===== src/amseq_cfg.svh =====
`ifndef AMSEQ_CFG_SVH
`define AMSEQ_CFG_SVH
// Mode field codes
`define AMSEQ_MODE_IDLE   3'h0
`define AMSEQ_MODE_CONT   3'h1
`define AMSEQ_MODE_SINGLE 3'h2
`define AMSEQ_MODE_STBY   3'h3
`define AMSEQ_MODE_SELFZS 3'h4
`define AMSEQ_MODE_RSVD   3'h5
`define AMSEQ_MODE_SYSZS  3'h6
`define AMSEQ_MODE_SYSFS  3'h7
// Reset values
`define AMSEQ_RST_MODE    3'h0
`define AMSEQ_RST_RDY     4'h0
// Timing: default work length of one calibration, in cycles
`define AMSEQ_CAL_CYCLES  16'h0040
`endif


===== src/amseq_pkg.sv =====
package amseq_pkg;
  typedef logic [2:0] amseq_mode_t;
  typedef logic [1:0] amseq_chan_t;
  typedef enum logic [2:0] {
    AMSEQ_IDLE, AMSEQ_CONV, AMSEQ_CAL, AMSEQ_STBY
  } amseq_state_t;
endpackage : amseq_pkg


===== src/amseq_sync.sv =====
`timescale 1ns/1ps
// Two-flop synchroniser for pin inputs, reset to the pins' idle high level
module amseq_sync (
  // Clock and reset
  input  wire logic clock,
  input  wire logic rst_n,
  // Data
  input  wire logic din,
  output logic      dout
);
  logic stage1;
  always_ff @(posedge clock or negedge rst_n) begin
    if (!rst_n) begin
      stage1 <= 1'b1;
      dout   <= 1'b1;
    end else begin
      stage1 <= din;
      dout   <= stage1;
    end
  end
endmodule : amseq_sync


===== src/amseq_mode_sequencer.sv =====
`timescale 1ns/1ps
// Operation
// - Idle, mode zero, after power-on and every reset.
// - Return to idle after any calibration or single conversion.
// - Continuous: convert channel, update data/status, set ready flag, next.
// - Continuous rotation through enabled channels until new mode or reset.
// - Rotation period equals sum of enabled channels' conversion times.
// - Single: convert once, set flag, ready pin low, mode cleared, idle.
// - Single conversion runs even on a disabled channel.
// - Standby powers down converter; serial port stays usable.
// - Clock output disable independent of standby.
// - Self zero-scale cal: update cal, all flags, pin low, idle.
// - System zero-scale cal on channel: update, all flags, pin low, idle.
// - System full-scale cal on channel: update, all flags, pin low, idle.
// - Select high: ignore serial clock and input, serial output released.
// - Ready pin always driven, never high impedance.
// - Hardware reset pin restores default state.
// - Mode write clears status, pin high, aborts, starts new mode.
// - Low two address bits of mode write select the channel.
// - Reading a channel's data clears its flag, pin returns high.
`include "amseq_cfg.svh"
module amseq_mode_sequencer (
  // Clock and reset
  input  wire logic                 clock,
  input  wire logic                 rst_n,
  input  wire logic                 hwReset_n,
  // Mode register write
  input  wire logic                 modeWrite,
  input  wire amseq_pkg::amseq_mode_t modeIn,
  input  wire amseq_pkg::amseq_chan_t chanIn,
  input  wire logic                 clockOutputDisable,
  // Channel configuration
  input  wire logic [3:0]           chanEnable,
  input  wire logic [63:0]          convCycles,
  input  wire logic [3:0]           dataRead,
  // Serial pins
  input  wire logic                 select_n,
  input  wire logic                 serialClk,
  input  wire logic                 serialIn,
  input  wire logic                 serialOutData,
  output logic                      serialOut,
  output logic                      serialOutEn_n,
  output logic                      serialClkGated,
  output logic                      serialInGated,
  // Status and control
  output amseq_pkg::amseq_mode_t    opModeField,
  output logic [3:0]                readyFlags,
  output logic                      ready_n,
  output logic                      converterPowerDown,
  output logic                      masterClockOutEn_n,
  output logic [3:0]                dataUpdate,
  output logic                      selfZeroCalUpdate,
  output logic [3:0]                zeroCalUpdate,
  output logic [3:0]                fullCalUpdate
);
  import amseq_pkg::*;

  // ==========================================================
  // Pin synchronisers
  logic selSync_n;
  logic hwRstSync_n;
  logic sclkSync;
  logic sinSync;
  amseq_sync uSel (.clock(clock), .rst_n(rst_n), .din(select_n),
                   .dout(selSync_n));
  amseq_sync uRst (.clock(clock), .rst_n(rst_n), .din(hwReset_n),
                   .dout(hwRstSync_n));
  amseq_sync uClk (.clock(clock), .rst_n(rst_n), .din(serialClk),
                   .dout(sclkSync));
  amseq_sync uDin (.clock(clock), .rst_n(rst_n), .din(serialIn),
                   .dout(sinSync));

  // ==========================================================
  // Helpers
  function automatic logic [15:0] convLen(input logic [63:0] cyc,
                                          input amseq_chan_t ch);
    convLen = cyc[{ch, 4'h0} +: 16];
  endfunction : convLen

  function automatic amseq_chan_t nextChan(input amseq_chan_t ch,
                                           input logic [3:0] en);
    amseq_chan_t c;
    c = ch;
    nextChan = ch;
    for (int i = 1; i <= 4; i++) begin
      c = amseq_chan_t'(ch + i[1:0]);
      if (en[c] && nextChan == ch && i < 4) nextChan = c;
    end
  endfunction : nextChan

  // ==========================================================
  // Sequencer state
  amseq_state_t state;
  amseq_state_t next_state;
  amseq_mode_t  next_opModeField;
  amseq_chan_t  chan;
  amseq_chan_t  next_chan;
  logic [15:0]  count;
  logic [15:0]  next_count;
  logic [3:0]   next_readyFlags;
  logic         next_ready_n;
  logic [3:0]   next_dataUpdate;
  logic         next_selfZeroCalUpdate;
  logic [3:0]   next_zeroCalUpdate;
  logic [3:0]   next_fullCalUpdate;
  logic         hwReset;

  assign hwReset = !hwRstSync_n;

  always_comb begin
    next_state             = state;
    next_opModeField       = opModeField;
    next_chan              = chan;
    next_count             = count;
    next_readyFlags        = readyFlags & ~dataRead;
    next_ready_n           = ready_n | (|dataRead);
    next_dataUpdate        = 4'h0;
    next_selfZeroCalUpdate = 1'b0;
    next_zeroCalUpdate     = 4'h0;
    next_fullCalUpdate     = 4'h0;
    if (hwReset) begin
      next_state       = AMSEQ_IDLE;
      next_opModeField = `AMSEQ_RST_MODE;
      next_readyFlags  = `AMSEQ_RST_RDY;
      next_ready_n     = 1'b1;
      next_count       = 16'h0000;
    end else if (modeWrite) begin
      next_opModeField = modeIn;
      next_chan        = chanIn;
      next_readyFlags  = 4'h0;
      next_ready_n     = 1'b1;
      case (modeIn)
        `AMSEQ_MODE_CONT, `AMSEQ_MODE_SINGLE: begin
          next_state = AMSEQ_CONV;
          next_count = convLen(convCycles, chanIn);
        end
        `AMSEQ_MODE_SELFZS, `AMSEQ_MODE_SYSZS,
        `AMSEQ_MODE_SYSFS: begin
          next_state = AMSEQ_CAL;
          next_count = `AMSEQ_CAL_CYCLES;
        end
        `AMSEQ_MODE_STBY: next_state = AMSEQ_STBY;
        default: next_state = AMSEQ_IDLE;
      endcase
    end else begin
      case (state)
        AMSEQ_CONV: begin
          if (count > 16'h0001) begin
            next_count = count - 16'h0001;
          end else begin
            next_dataUpdate[chan] = 1'b1;
            next_readyFlags[chan] = 1'b1;
            next_ready_n          = 1'b0;
            if (opModeField == `AMSEQ_MODE_SINGLE) begin
              next_state       = AMSEQ_IDLE;
              next_opModeField = `AMSEQ_MODE_IDLE;
            end else begin
              next_chan  = nextChan(chan, chanEnable);
              next_count = convLen(convCycles,
                                   nextChan(chan, chanEnable));
            end
          end
        end
        AMSEQ_CAL: begin
          if (count > 16'h0001) begin
            next_count = count - 16'h0001;
          end else begin
            case (opModeField)
              `AMSEQ_MODE_SELFZS: next_selfZeroCalUpdate = 1'b1;
              `AMSEQ_MODE_SYSZS: next_zeroCalUpdate[chan] = 1'b1;
              default: next_fullCalUpdate[chan] = 1'b1;
            endcase
            next_readyFlags  = 4'hF;
            next_ready_n     = 1'b0;
            next_state       = AMSEQ_IDLE;
            next_opModeField = `AMSEQ_MODE_IDLE;
          end
        end
        AMSEQ_STBY: next_state = AMSEQ_STBY;
        default: next_state = AMSEQ_IDLE;
      endcase
    end
  end

  always_ff @(posedge clock or negedge rst_n) begin
    if (!rst_n) begin
      state             <= AMSEQ_IDLE;
      opModeField       <= `AMSEQ_RST_MODE;
      chan              <= 2'h0;
      count             <= 16'h0000;
      readyFlags        <= `AMSEQ_RST_RDY;
      ready_n           <= 1'b1;
      dataUpdate        <= 4'h0;
      selfZeroCalUpdate <= 1'b0;
      zeroCalUpdate     <= 4'h0;
      fullCalUpdate     <= 4'h0;
    end else begin
      state             <= next_state;
      opModeField       <= next_opModeField;
      chan              <= next_chan;
      count             <= next_count;
      readyFlags        <= next_readyFlags;
      ready_n           <= next_ready_n;
      dataUpdate        <= next_dataUpdate;
      selfZeroCalUpdate <= next_selfZeroCalUpdate;
      zeroCalUpdate     <= next_zeroCalUpdate;
      fullCalUpdate     <= next_fullCalUpdate;
    end
  end

  // ==========================================================
  // Power, clock output and serial gating
  logic next_serialOut;
  always_comb begin
    next_serialOut = selSync_n ? 1'b0 : serialOutData;
  end
  always_ff @(posedge clock or negedge rst_n) begin
    if (!rst_n) begin
      serialOut <= 1'b0;
    end else begin
      serialOut <= next_serialOut;
    end
  end
  assign converterPowerDown = (state == AMSEQ_STBY);
  assign masterClockOutEn_n = clockOutputDisable;
  assign serialOutEn_n      = selSync_n;
  assign serialClkGated     = sclkSync & !selSync_n;
  assign serialInGated      = sinSync & !selSync_n;
endmodule : amseq_mode_sequencer


===== config.mk =====
export PLATFORM = sky130hd
export DESIGN_NAME = amseq_mode_sequencer
export DESIGN_NICKNAME = d
export VERILOG_FILES = /design/src/amseq_pkg.sv /design/src/amseq_sync.sv /design/src/amseq_mode_sequencer.sv
export VERILOG_INCLUDE_DIRS = /design/src
export SDC_FILE = /design/constraint.sdc
export NUM_CORES = 1
export LEC_CHECK = 0
export BUFFER_PORTS_ARGS = -buffer_cell sky130_fd_sc_hd__clkbuf_2
export CAP_MARGIN = 10
export CORE_ASPECT_RATIO = 0.5
export CORE_MARGIN = 3
export CORE_UTILIZATION = 40
export DETAILED_ROUTE_END_ITERATION = 6
export PLACE_DENSITY_LB_ADDON = 0.08
export SLEW_MARGIN = 20
export SYNTH_ARGS = -nofsm -noshare
export SYNTH_HDL_FRONTEND = slang
export SYNTH_SLANG_ARGS = --single-unit

===== constraint.sdc =====
create_clock -name clock -period 7.95 [get_ports clock]
set_input_delay 0.3975 -clock clock [delete_from_list [all_inputs] [get_ports clock]]
set_output_delay 0.3975 -clock clock [all_outputs]
set_load 0.01 [all_outputs]

Yosys cells after proc, flatten, opt, wreduce, memory -nomap -nowiden --
Cells that the tools add are included.
Storage, ports and cells: bits of input ports 86, register bits 51, output and inout port bits 27
Operators by class: eq/ne operators 23, $add $sub $neg 4, reductions and logical operators 14, shift operators 2, multiplexer cells 76, bitwise logic cells 6, order comparisons 6
Operator list (count):
- 64-bit by 7-bit indexed part select with 16-bit output | 2
- 16-bit 2-to-1 mux | 5
- 4-bit 2-to-1 mux | 18
- 16-bit one-hot mux with 2 select lines | 2
- 2-bit 2-to-1 mux | 22
- 4-bit inequality test, second input constant | 6
- 3-bit 2-to-1 mux | 7
- 16-bit by 1-bit greater-than comparator with 1-bit output, second input constant | 1
- 16-bit by 1-bit subtractor with 16-bit output, second input constant | 1
- 3-bit by 2-bit equality test with 1-bit output, second input constant | 5
- 3-bit equality test, second input constant | 5
- 1-bit 2-to-1 mux | 14
- 2-bit by 3-bit less-than comparator with 1-bit output, second input constant | 4
- 4-bit AND reduction | 3
- 3-bit one-hot mux with 3 select lines | 1
- 4-bit one-hot mux with 2 select lines | 1
- 1-bit binary-select mux with 2-bit select | 3
- 3-bit by 1-bit equality test with 1-bit output, second input constant | 2
- 2-bit one-hot mux with 3 select lines | 1
- 3-bit one-hot mux with 2 select lines | 1
- 2-bit OR reduction | 3
- 5-bit inequality test, second input constant | 1
- 2-bit adder, second input constant | 2
- 4-bit bitwise AND | 1
- 15 further kinds | 20

Depth between registers and ports, before layout --
Gate-level depths: netlist of the first run.
word-level depth 31, gate-level depth with buffers 10

Hierarchy --
A second synthesis of the first run with hierarchy kept.
Unflattened totals: cell total of the unflattened synthesis 392, area total of the unflattened synthesis 3771.1 µm²
By module, submodules not included:
- amseq_mode_sequencer | area each 3560.9 µm², cells an instance 384, times used 1, sequential area each 1052.3 µm²
- amseq_sync | area each 52.6 µm², cells an instance 2, times used 4, sequential area each 52.6 µm²

Least setup slack after synthesis of the first run --
OpenSTA, ideal clock, no wires.
path type flip-flop to flip-flop, start register chan[0], end register count[6], path buffers 2, arrival time 2.707 ns, cell stages (with the launch flop) 11, path slack 5.104 ns, cell sequence dfrtp_1 > buf_2 > inv_1 > ha_1 > mux4_1 > and2_1 > a221oi_2 > buf_6 > mux2_2 > a221oi_1 > a221oi_2
On the way: longest elaborated chain between the ends 31, elaborated cells on any way between the ends 37
Ends and longest elaborated chain:
- from (decl) | line amseq_mode_sequencer.sv:96 | amseq_chan_t chan;
- from (signal assigned) | line amseq_mode_sequencer.sv:200 | chan <= next_chan;
- 2-bit by 1-bit adder with 2-bit output | line amseq_mode_sequencer.sv:86 | c = amseq_chan_t'(ch + i[1:0]);
- 1-bit binary-select mux with 2-bit select | line amseq_mode_sequencer.sv:87 | if (en[c] && nextChan == ch && i < 4) nextChan = c;
- 1-bit 2-to-1 mux (not written as such) | line amseq_mode_sequencer.sv:87
- 2-bit 2-to-1 mux | line amseq_mode_sequencer.sv:87
- 2-bit 2-to-1 mux | line amseq_mode_sequencer.sv:154 | if (opModeField == `AMSEQ_MODE_SINGLE) begin
- 2-bit 2-to-1 mux | line amseq_mode_sequencer.sv:148 | if (count > 16'h0001) begin
- 2-bit 2-to-1 mux | line amseq_mode_sequencer.sv:146 | case (state)
- 2-bit 2-to-1 mux | line amseq_mode_sequencer.sv:127 | end else if (modeWrite) begin
- (+11 left out)
- 2-bit 2-to-1 mux (*) | line amseq_mode_sequencer.sv:87
- 2-bit 2-to-1 mux (*) (5 in a row)
- 64-bit by 7-bit indexed part select with 16-bit output (*) | line amseq_mode_sequencer.sv:77 | convLen = cyc[{ch, 4'h0} +: 16];
- 16-bit 2-to-1 mux (*) | line amseq_mode_sequencer.sv:154
- 16-bit 2-to-1 mux (*) | line amseq_mode_sequencer.sv:148
- 16-bit one-hot mux with 2 select lines (*) | line amseq_mode_sequencer.sv:146
- 16-bit 2-to-1 mux (*) | line amseq_mode_sequencer.sv:127
- 16-bit 2-to-1 mux (*) | line amseq_mode_sequencer.sv:121 | if (hwReset) begin
- to (signal assigned) | line amseq_mode_sequencer.sv:201 | count <= next_count;
- to (decl) | line amseq_mode_sequencer.sv:98 | logic [15:0] count;
Every way passes the cells marked *; elsewhere a longest branch is shown, timed or not. The select of a mux whose other input is x is not followed. A chain may end at the register's enable or synchronous reset.

Final worst setup path of the first run --
start register chan[0], end register count[2]
Same word-level chain as after synthesis.

==> flow_summary.yaml, run 1 <==
outcome:
  status: "finished clean"
timing:
  fin_skew_ns: 0.00474
  period_share: 0.419
  hold_viol: 0
  relSlewSlack: 0.323
  post-route-min-period_ns: 3.33
  grt_setup_unrepaired: "no"
  setup_violations: 0
  tns_ns: 0
  clock.fmax_mhz: 300
  worstMarginPinSlew_ns: 1.02
  drv_slew: 0
drt:
  drtAntennaViolNets: 0
  routed_wl_um: 11200
  firstDrtPassIters: 4
  wire_per_inst_um: 17.7
  drc: 0
  drt_iter0_drc: 248
  vias: 3585
  via_per_inst: 5.69
setup_path:
  cp_common_cell: "a221oi_1"
  max_stage_delay_ns: 0.65
  startpoint_type: "flip-flop"
  crit_path_end_kind: "flip-flop"
  critPathTopFamily: "multiplexers"
  cp.required_ns: 8.06
  crit_type: "flip-flop to flip-flop"
  critPathSlowestCell: "dfrtp_1"
  crit_buf_inv: 2
  r2r_slack_ns: 4.62
  critical_path.max_fanout: 30
  crit_arrival_ns: 3.44
  path_cells: "inv_1, ha_1, mux4_1, and2_1, a221oi_4, buf_4, mux2_2, a221oi_1, a221oi_1"
synth:
  ys_seq_elements: 50
  synth-compound-area-share: 0.205
  ys_seq_area_frac: 0.318
  synthTopCellsByCount: "41 x dfrtp_1, 28 x nor2_1, 24 x mux2_2, 23 x a211oi_1, 20 x a31oi_1"
  synth_area_mm2: 0.00397
  synth_ff_type: "dfrtp_1"
  synth_xor_area_frac: 0.0221
  netlist_top_cells_area: "dfrtp_1 26%, mux4_2 9.7%, mux2_2 6.8%"
  synth.avg_cell_area_um2: 9.82
  synthMuxAreaShare: 0.202
  synth_top_cell_area_share: 0.259
  synth_nets: 499
  synth_top_family_by_area: "compound AO/OA/AOI/OAI gates"
  synth_top_area_cell: "dfrtp_1"
  yosysUniqueCellTypes: 57
  synth_edf_count: 0
  post-synth-top-count-cell: "dfrtp_1"
  yosysWarnings: 0
  synthArstFlopShare: 1.00
  yosys.area_share.simple: 0.178
  synth_fa_ha_area_frac: 0.0284
  syn_inst: 404
clocking:
  clockBufferDepth: 2
  cts_buffers: 5
  ctsResizeCount: 0
  clock_sinks: 50
  clock_latency_ns: 0.29
  root_buffer: "clkbuf_16"
  cts_hold_buf: 0
  htreeDepth: 2
  clk_pin_slew_ns: 0.07
  postCtsSetupRepairBufs: 0
  tritoncts: "done"
layout:
  fillers: 876
  layout.nets: 594
  area_delta_synth_final_pct: 20.0
  drive_gt1_frac: 0.376
  fin_util: 0.520
  num_antenna_cells: 0
floorplan:
  core_mm2: 0.00916
  initial_core_util: 0.433
  die_area_mm2: 0.0112
  rows: 24
  io_pins: 113
  die_w_um: 147
  die_h_um: 76.4
global_routing:
  overflow: 0
  grt_pass1_vias: 3488
  grt_antenna_before_repair: 0
  track_usage: 0.195
  grt_first_pass_wirelength_um: 18000
  grt_max_degree: 51
pwr:
  ir_drop_mv: 0.113
  p_leak_nw: 2.11
  total_power_mw: 1.14
  pwr_density_cell_mw_per_mm2: 239
placed_design:
  dp_hpwl_um: 8200
  gp_congestion: 0.863
  io_buffer_count: 110
run:
  drv_cap: 0
worst_hold_path:
  hold_path.class: "input port to flip-flop"
worst paths after layout:
check                             from                to  cells past startpoint
setup / recovery               chan[0]          count[2]                      9
hold / removal                serialIn       uDin.stage1                      1
setup reg to reg               chan[0]          count[2]                      9
hold reg to reg            uDin.stage1         uDin.dout                      0
max in group asynchronous        rst_n         count[13]                      2
min in group asynchronous        rst_n  fullCalUpdate[1]                      2
sequential cells by signal (all words and copies together) (netlist names), 2 cells and up:
register and cells:
count 16, dataUpdate 4, fullCalUpdate 4, readyFlags 4, zeroCalUpdate 4, opModeField 3
chan 2, state 2
placed cells by master (no fill, tap or decap), drive strengths merged, types with 6 or more instances in the layout:
master / Yosys / routed
mux4: 18 / 18
xor2: 7 / 7
a211oi: 26 / 26
inv: 13 / 13
o21ai: 15 / 15
dfstp: 9 / 9
a221oi: 6 / 6
a31oi: 20 / 20
nor2: 29 / 29
nor2b: 9 / 9
ha: 9 / 9
nand2b: 6 / 6
and2: 10 / 10
mux2: 25 / 25
dfrtp: 41 / 41
mux2i: 11 / 11
nor3: 13 / 13
a21oi: 19 / 19
and3: 6 / 6
nand3: 16 / 16
clkbuf: 13 / 116
nand2: 16 / 16
area by class of cell:
cell class                 instances  area (um^2)  area share
clock inverter                     2         38.8     0.00815
clock buffer                       6          129      0.0271
timing repair buffer             114          581       0.122
inverter                          13         48.8      0.0103
sequential                        50         1260       0.265
multi-input combinational        315         2540       0.533
tap                              130          163      0.0342
stage by stage:
step	worst slack, ns	instance area, um^2	hold WS [ns]	std cells
final	4.62	4760	0.184	630
after global routing	4.33	4760	0.169	630
after CTS	4.60	4760	0.175	630
after detailed placement	4.62	4590	0.348	622
after global placement	4.72	4590	0.346	622
after floorplan	5.10	3970	0.102	404
cells by family after synthesis:
family | Yosys count
and+or+nand+nor | 129
AOI/OAI and AO/OA | 113
muxes | 54
DFF | 50
buffers and inverters | 39
xor gates and xnor gates | 10
adders and majority gates | 9
power breakdown:
group | total, mW | internal [mW] | switching [mW]
clock network | 0.246 | 0.149 | 0.0967
logic | 0.572 | 0.250 | 0.321
registers | 0.322 | 0.279 | 0.0429
total | 1.14 | 0.679 | 0.461
layer usage:
layer | global-route usage | vias to the layer above | part of all wire
li1 | - | 1742 | -
met1 | 0.292 | 1695 | 0.50
met2 | 0.292 | 136 | 0.42
met3 | 0.0392 | 12 | 0.062
met4 | 0.0394 | 0 | 0.012
met5 | 0 | - | 0
worst register-to-register path, stage by stage, from the launching register on:
cell	delay [ns]
dfrtp_1	0.65
inv_1	0.18
ha_1	0.42
mux4_1	0.33
and2_1	0.21
a221oi_4	0.18
buf_4	0.42
mux2_2	0.39
a221oi_1	0.25
a221oi_1	0.13
No activity file was read; power rests on OpenSTA's default activity.
==> inputs of run 2 (changes only) <==
--- a/config.mk
+++ b/config.mk
@@ -6,6 +6,7 @@
 export SDC_FILE = /design/constraint.sdc
 export NUM_CORES = 1
 export LEC_CHECK = 0
+export ABC_AREA = 1
 export BUFFER_PORTS_ARGS = -buffer_cell sky130_fd_sc_hd__clkbuf_2
 export CAP_MARGIN = 10
 export CORE_ASPECT_RATIO = 0.5
==> constraint.sdc (replaced) <==
create_clock -name clock -period 3 [get_ports clock]
set_input_delay 0.15 -clock clock [delete_from_list [all_inputs] [get_ports clock]]
set_output_delay 0.15 -clock clock [all_outputs]
set_load 0.01 [all_outputs]
==> run 2 against run 1 <==
Clock skew rose by 0.0040 ns. Hold slack got worse by 0.15 ns. Worst setup slack worse by 4.1 ns. Final cell count rose by 40%. Sequential power rose to 2.5 times the previous value. Non-clock buffer count is 9 higher. Die area grew 4.6%. Register-to-register slack lost 4.1 ns. Sequential share of layout area is 1.1 points lower. Largest cell class unchanged. Synthesized cell count grew 61%. Critical endpoint is now count[12]. Count of clock-buffer cells in the layout unchanged. Sequential cell count unchanged.
==> flow_summary.yaml, run 2 <==
setup_path:
  crit_type: "flip-flop to flip-flop"
  cp.required_ns: 3.19
  critPathTopFamily: "simple AND/OR/NAND/NOR gates"
  crit_buf_inv: 2
  crit_path_end_kind: "flip-flop"
  crit_arrival_ns: 2.64
  ff2ff_path_depth: 14
  path_cells: "inv_4, ha_1, inv_1, nand2_1, nand2_1, nand2_1, nand2_2, nand2_2, nand2_1, nand3_1, nand3_1, nand2_1, nand2_1, nand2_1"
  startpoint_type: "flip-flop"
  critPathSlowestCell: "dfrtp_1"
  critical_path.max_fanout: 33
  max_stage_delay_ns: 0.60
  r2r_slack_ns: 0.55
  cp_common_cell: "nand2_1"
  r2r_start: "chan[0]"
  rr_endpoint: "count[12]"
layout:
  layout_commonest_cell: "nand2_1"
  num_antenna_cells: 0
  mostFrequentLayoutCells: "214 x nand2_1, 136 x nand3_1, 110 x clkbuf_2"
  area_delta_synth_final_pct: 19.2
  top_register: "count"
  multi_input_area_mm2: 0.00248
  largest_reg_flops: 16
  fillers: 1039
  seq_area_mm2: 0.00126
  fin_util: 0.506
  layout.nets: 843
  drive_gt1_frac: 0.223
timing:
  grt_setup_unrepaired: "no"
  tns_ns: 0
  drv_slew: 0
  fin_skew_ns: 0.00871
  period_share: 0.816
  hold_viol: 0
  relSlewSlack: 0.445
  worstMarginPinSlew_ns: 0.832
  post-route-min-period_ns: 2.45
  clock.fmax_mhz: 409
  setup_violations: 0
clocking:
  clockBufferDepth: 2
  htreeDepth: 2
  cts_buffers: 5
  clock_latency_ns: 0.30
  clock_sinks: 50
  clk_pin_slew_ns: 0.07
  tritoncts: "done"
  root_buffer: "clkbuf_16"
floorplan:
  die_w_um: 150
  die_area_mm2: 0.0117
  initial_core_util: 0.425
  io_pins: 113
  core_mm2: 0.00979
  die_h_um: 78.1
  rows: 25
synth:
  synth_top_area_cell: "dfrtp_1"
  synth_nets: 745
  synth_top_cell_area_share: 0.247
  yosysUniqueCellTypes: 42
  synthArstFlopShare: 1.00
  ys_seq_elements: 50
  synth_edf_count: 0
  synth_area_mm2: 0.00416
  netlist_top_cells_area: "dfrtp_1 25%, nand2_1 19%, nand3_1 16%"
  syn_inst: 650
  synth_ff_type: "dfrtp_1"
  post-synth-top-count-cell: "nand2_1"
  yosysWarnings: 0
  ys_seq_area_frac: 0.303
  synthTopCellsByCount: "214 x nand2_1, 136 x nand3_1, 49 x inv_1, 41 x dfrtp_1, 37 x a21oi_1"
  synth.avg_cell_area_um2: 6.40
drt:
  via_per_inst: 5.13
  firstDrtPassIters: 5
  drt_iter0_drc: 311
  wl_met3_um: 794
  routed_wl_um: 12300
  drtAntennaViolNets: 0
  wire_per_inst_um: 13.9
  drt-met1-wl_um: 5660
  met2RoutedLength_um: 5740
  top_layer: "met4"
  drc: 0
  vias: 4539
global_routing:
  grt_pass1_vias: 4403
  grt_first_pass_wirelength_um: 20500
  grt_antenna_before_repair: 0
  overflow: 0
  grt_max_degree: 34
  track_usage: 0.213
worst_hold_path:
  worstHoldStart: "serialOutData"
  hold-path-endpoint: "serialOut"
  holdPathStages: 3
  hold_path.class: "input port to flip-flop"
run:
  drv_cap: 0
placed_design:
  io_buffer_count: 110
  dp_hpwl_um: 9460
  gp_congestion: 0.871
pwr:
  total_power_mw: 2.93
  p_leak_nw: 2.59
  ir_drop_mv: 0.264
  pwr_density_cell_mw_per_mm2: 591
outcome:
  status: "finished clean"
==> run 2: cell types whose count changed after synthesis, sizes merged, moves of 9 or more <==
cell	previous run	this run
a211oi	26	2
a21oi	19	37
a31oi	20	3
and2	10	0
inv	13	55
mux2	25	0
mux2i	11	0
mux4	18	0
nand2	16	225
nand3	16	140
nor2	29	43
nor2b	9	0
nor3	13	2
==> run 2: report_power, final <==
part           switching (mW)  internal [mW]  total [mW]
clock                   0.262          0.335       0.598
sequential             0.0820          0.737       0.819
combinational            1.01          0.506        1.51
==> run 2: worst max-delay path by stage <==
| stage | end | start | slack [ns] | depth (start not counted) |
|---|---|---|---|---|
| floorplan | count[0] | chan[0] | 1.11 | 16 |
| global placement | count[12] | chan[0] | 0.67 | 14 |
| detailed placement | count[12] | chan[0] | 0.59 | 14 |
| CTS | count[12] | chan[0] | 0.57 | 14 |
| global route | count[0] | chan[0] | 0.29 | 13 |
| finish | count[12] | chan[0] | 0.55 | 14 |
==> run 2: final cells by class <==
| cell class | instances | share of cell area |
|---|---|---|
| clock buffers | 6 | 0.0280 |
| clock inverters | 2 | 0.00328 |
| inverters | 58 | 0.0459 |
| multi-input cells | 510 | 0.501 |
| flip-flops and latches | 50 | 0.255 |
| well taps | 135 | 0.0341 |
| repair buffers | 123 | 0.133 |
==> run 2: metal layers <==
metal | vias to the layer above | GRT usage
met5 | - | 0
met4 | 0 | 0.0438
met3 | 12 | 0.0363
met2 | 142 | 0.367
met1 | 2069 | 0.282
li1 | 2316 | -
==> run 2: metrics by stage <==
stage | std cells | area (um^2) | worst slack (ns) | hold slack, ns
finish | 884 | 4960 | 0.553 | 0.0326
global route | 884 | 4960 | 0.295 | 0.0567
detailed placement | 871 | 4750 | 0.585 | 0.240
floorplan | 650 | 4160 | 1.11 | -0.146
global placement | 871 | 4750 | 0.672 | 0.237
CTS | 884 | 4960 | 0.569 | 0.0257
==> run 2: cell families (layout without fill, tap and decap cells) <==
family / Yosys count / in the layout / synth area share
and+or+nand+nor: 419 / 419 / 0.451
buffers and inverters: 90 / 189 / 0.0995
AOI/OAI and AO/OA: 70 / 70 / 0.0932
DFF: 50 / 50 / 0.303
xor gates and xnor gates: 12 / 12 / 0.0253
adders and majority gates: 9 / 9 / 0.0271
==> run 2: worst min-delay path: cells and delay by family <==
| family | cells | cell delay (ns) |
|---|---|---|
| buffers and inverters | 2 | 0.12 |
| and+or+nand+nor | 1 | 0.03 |
==> run 2: timing repair <==
item | in CTS | in global routing
hold buffers | 5 | 0
buffers inserted | 0 | 0
hold endpoints to repair | 33 | 0
resized for setup | 0 | 0
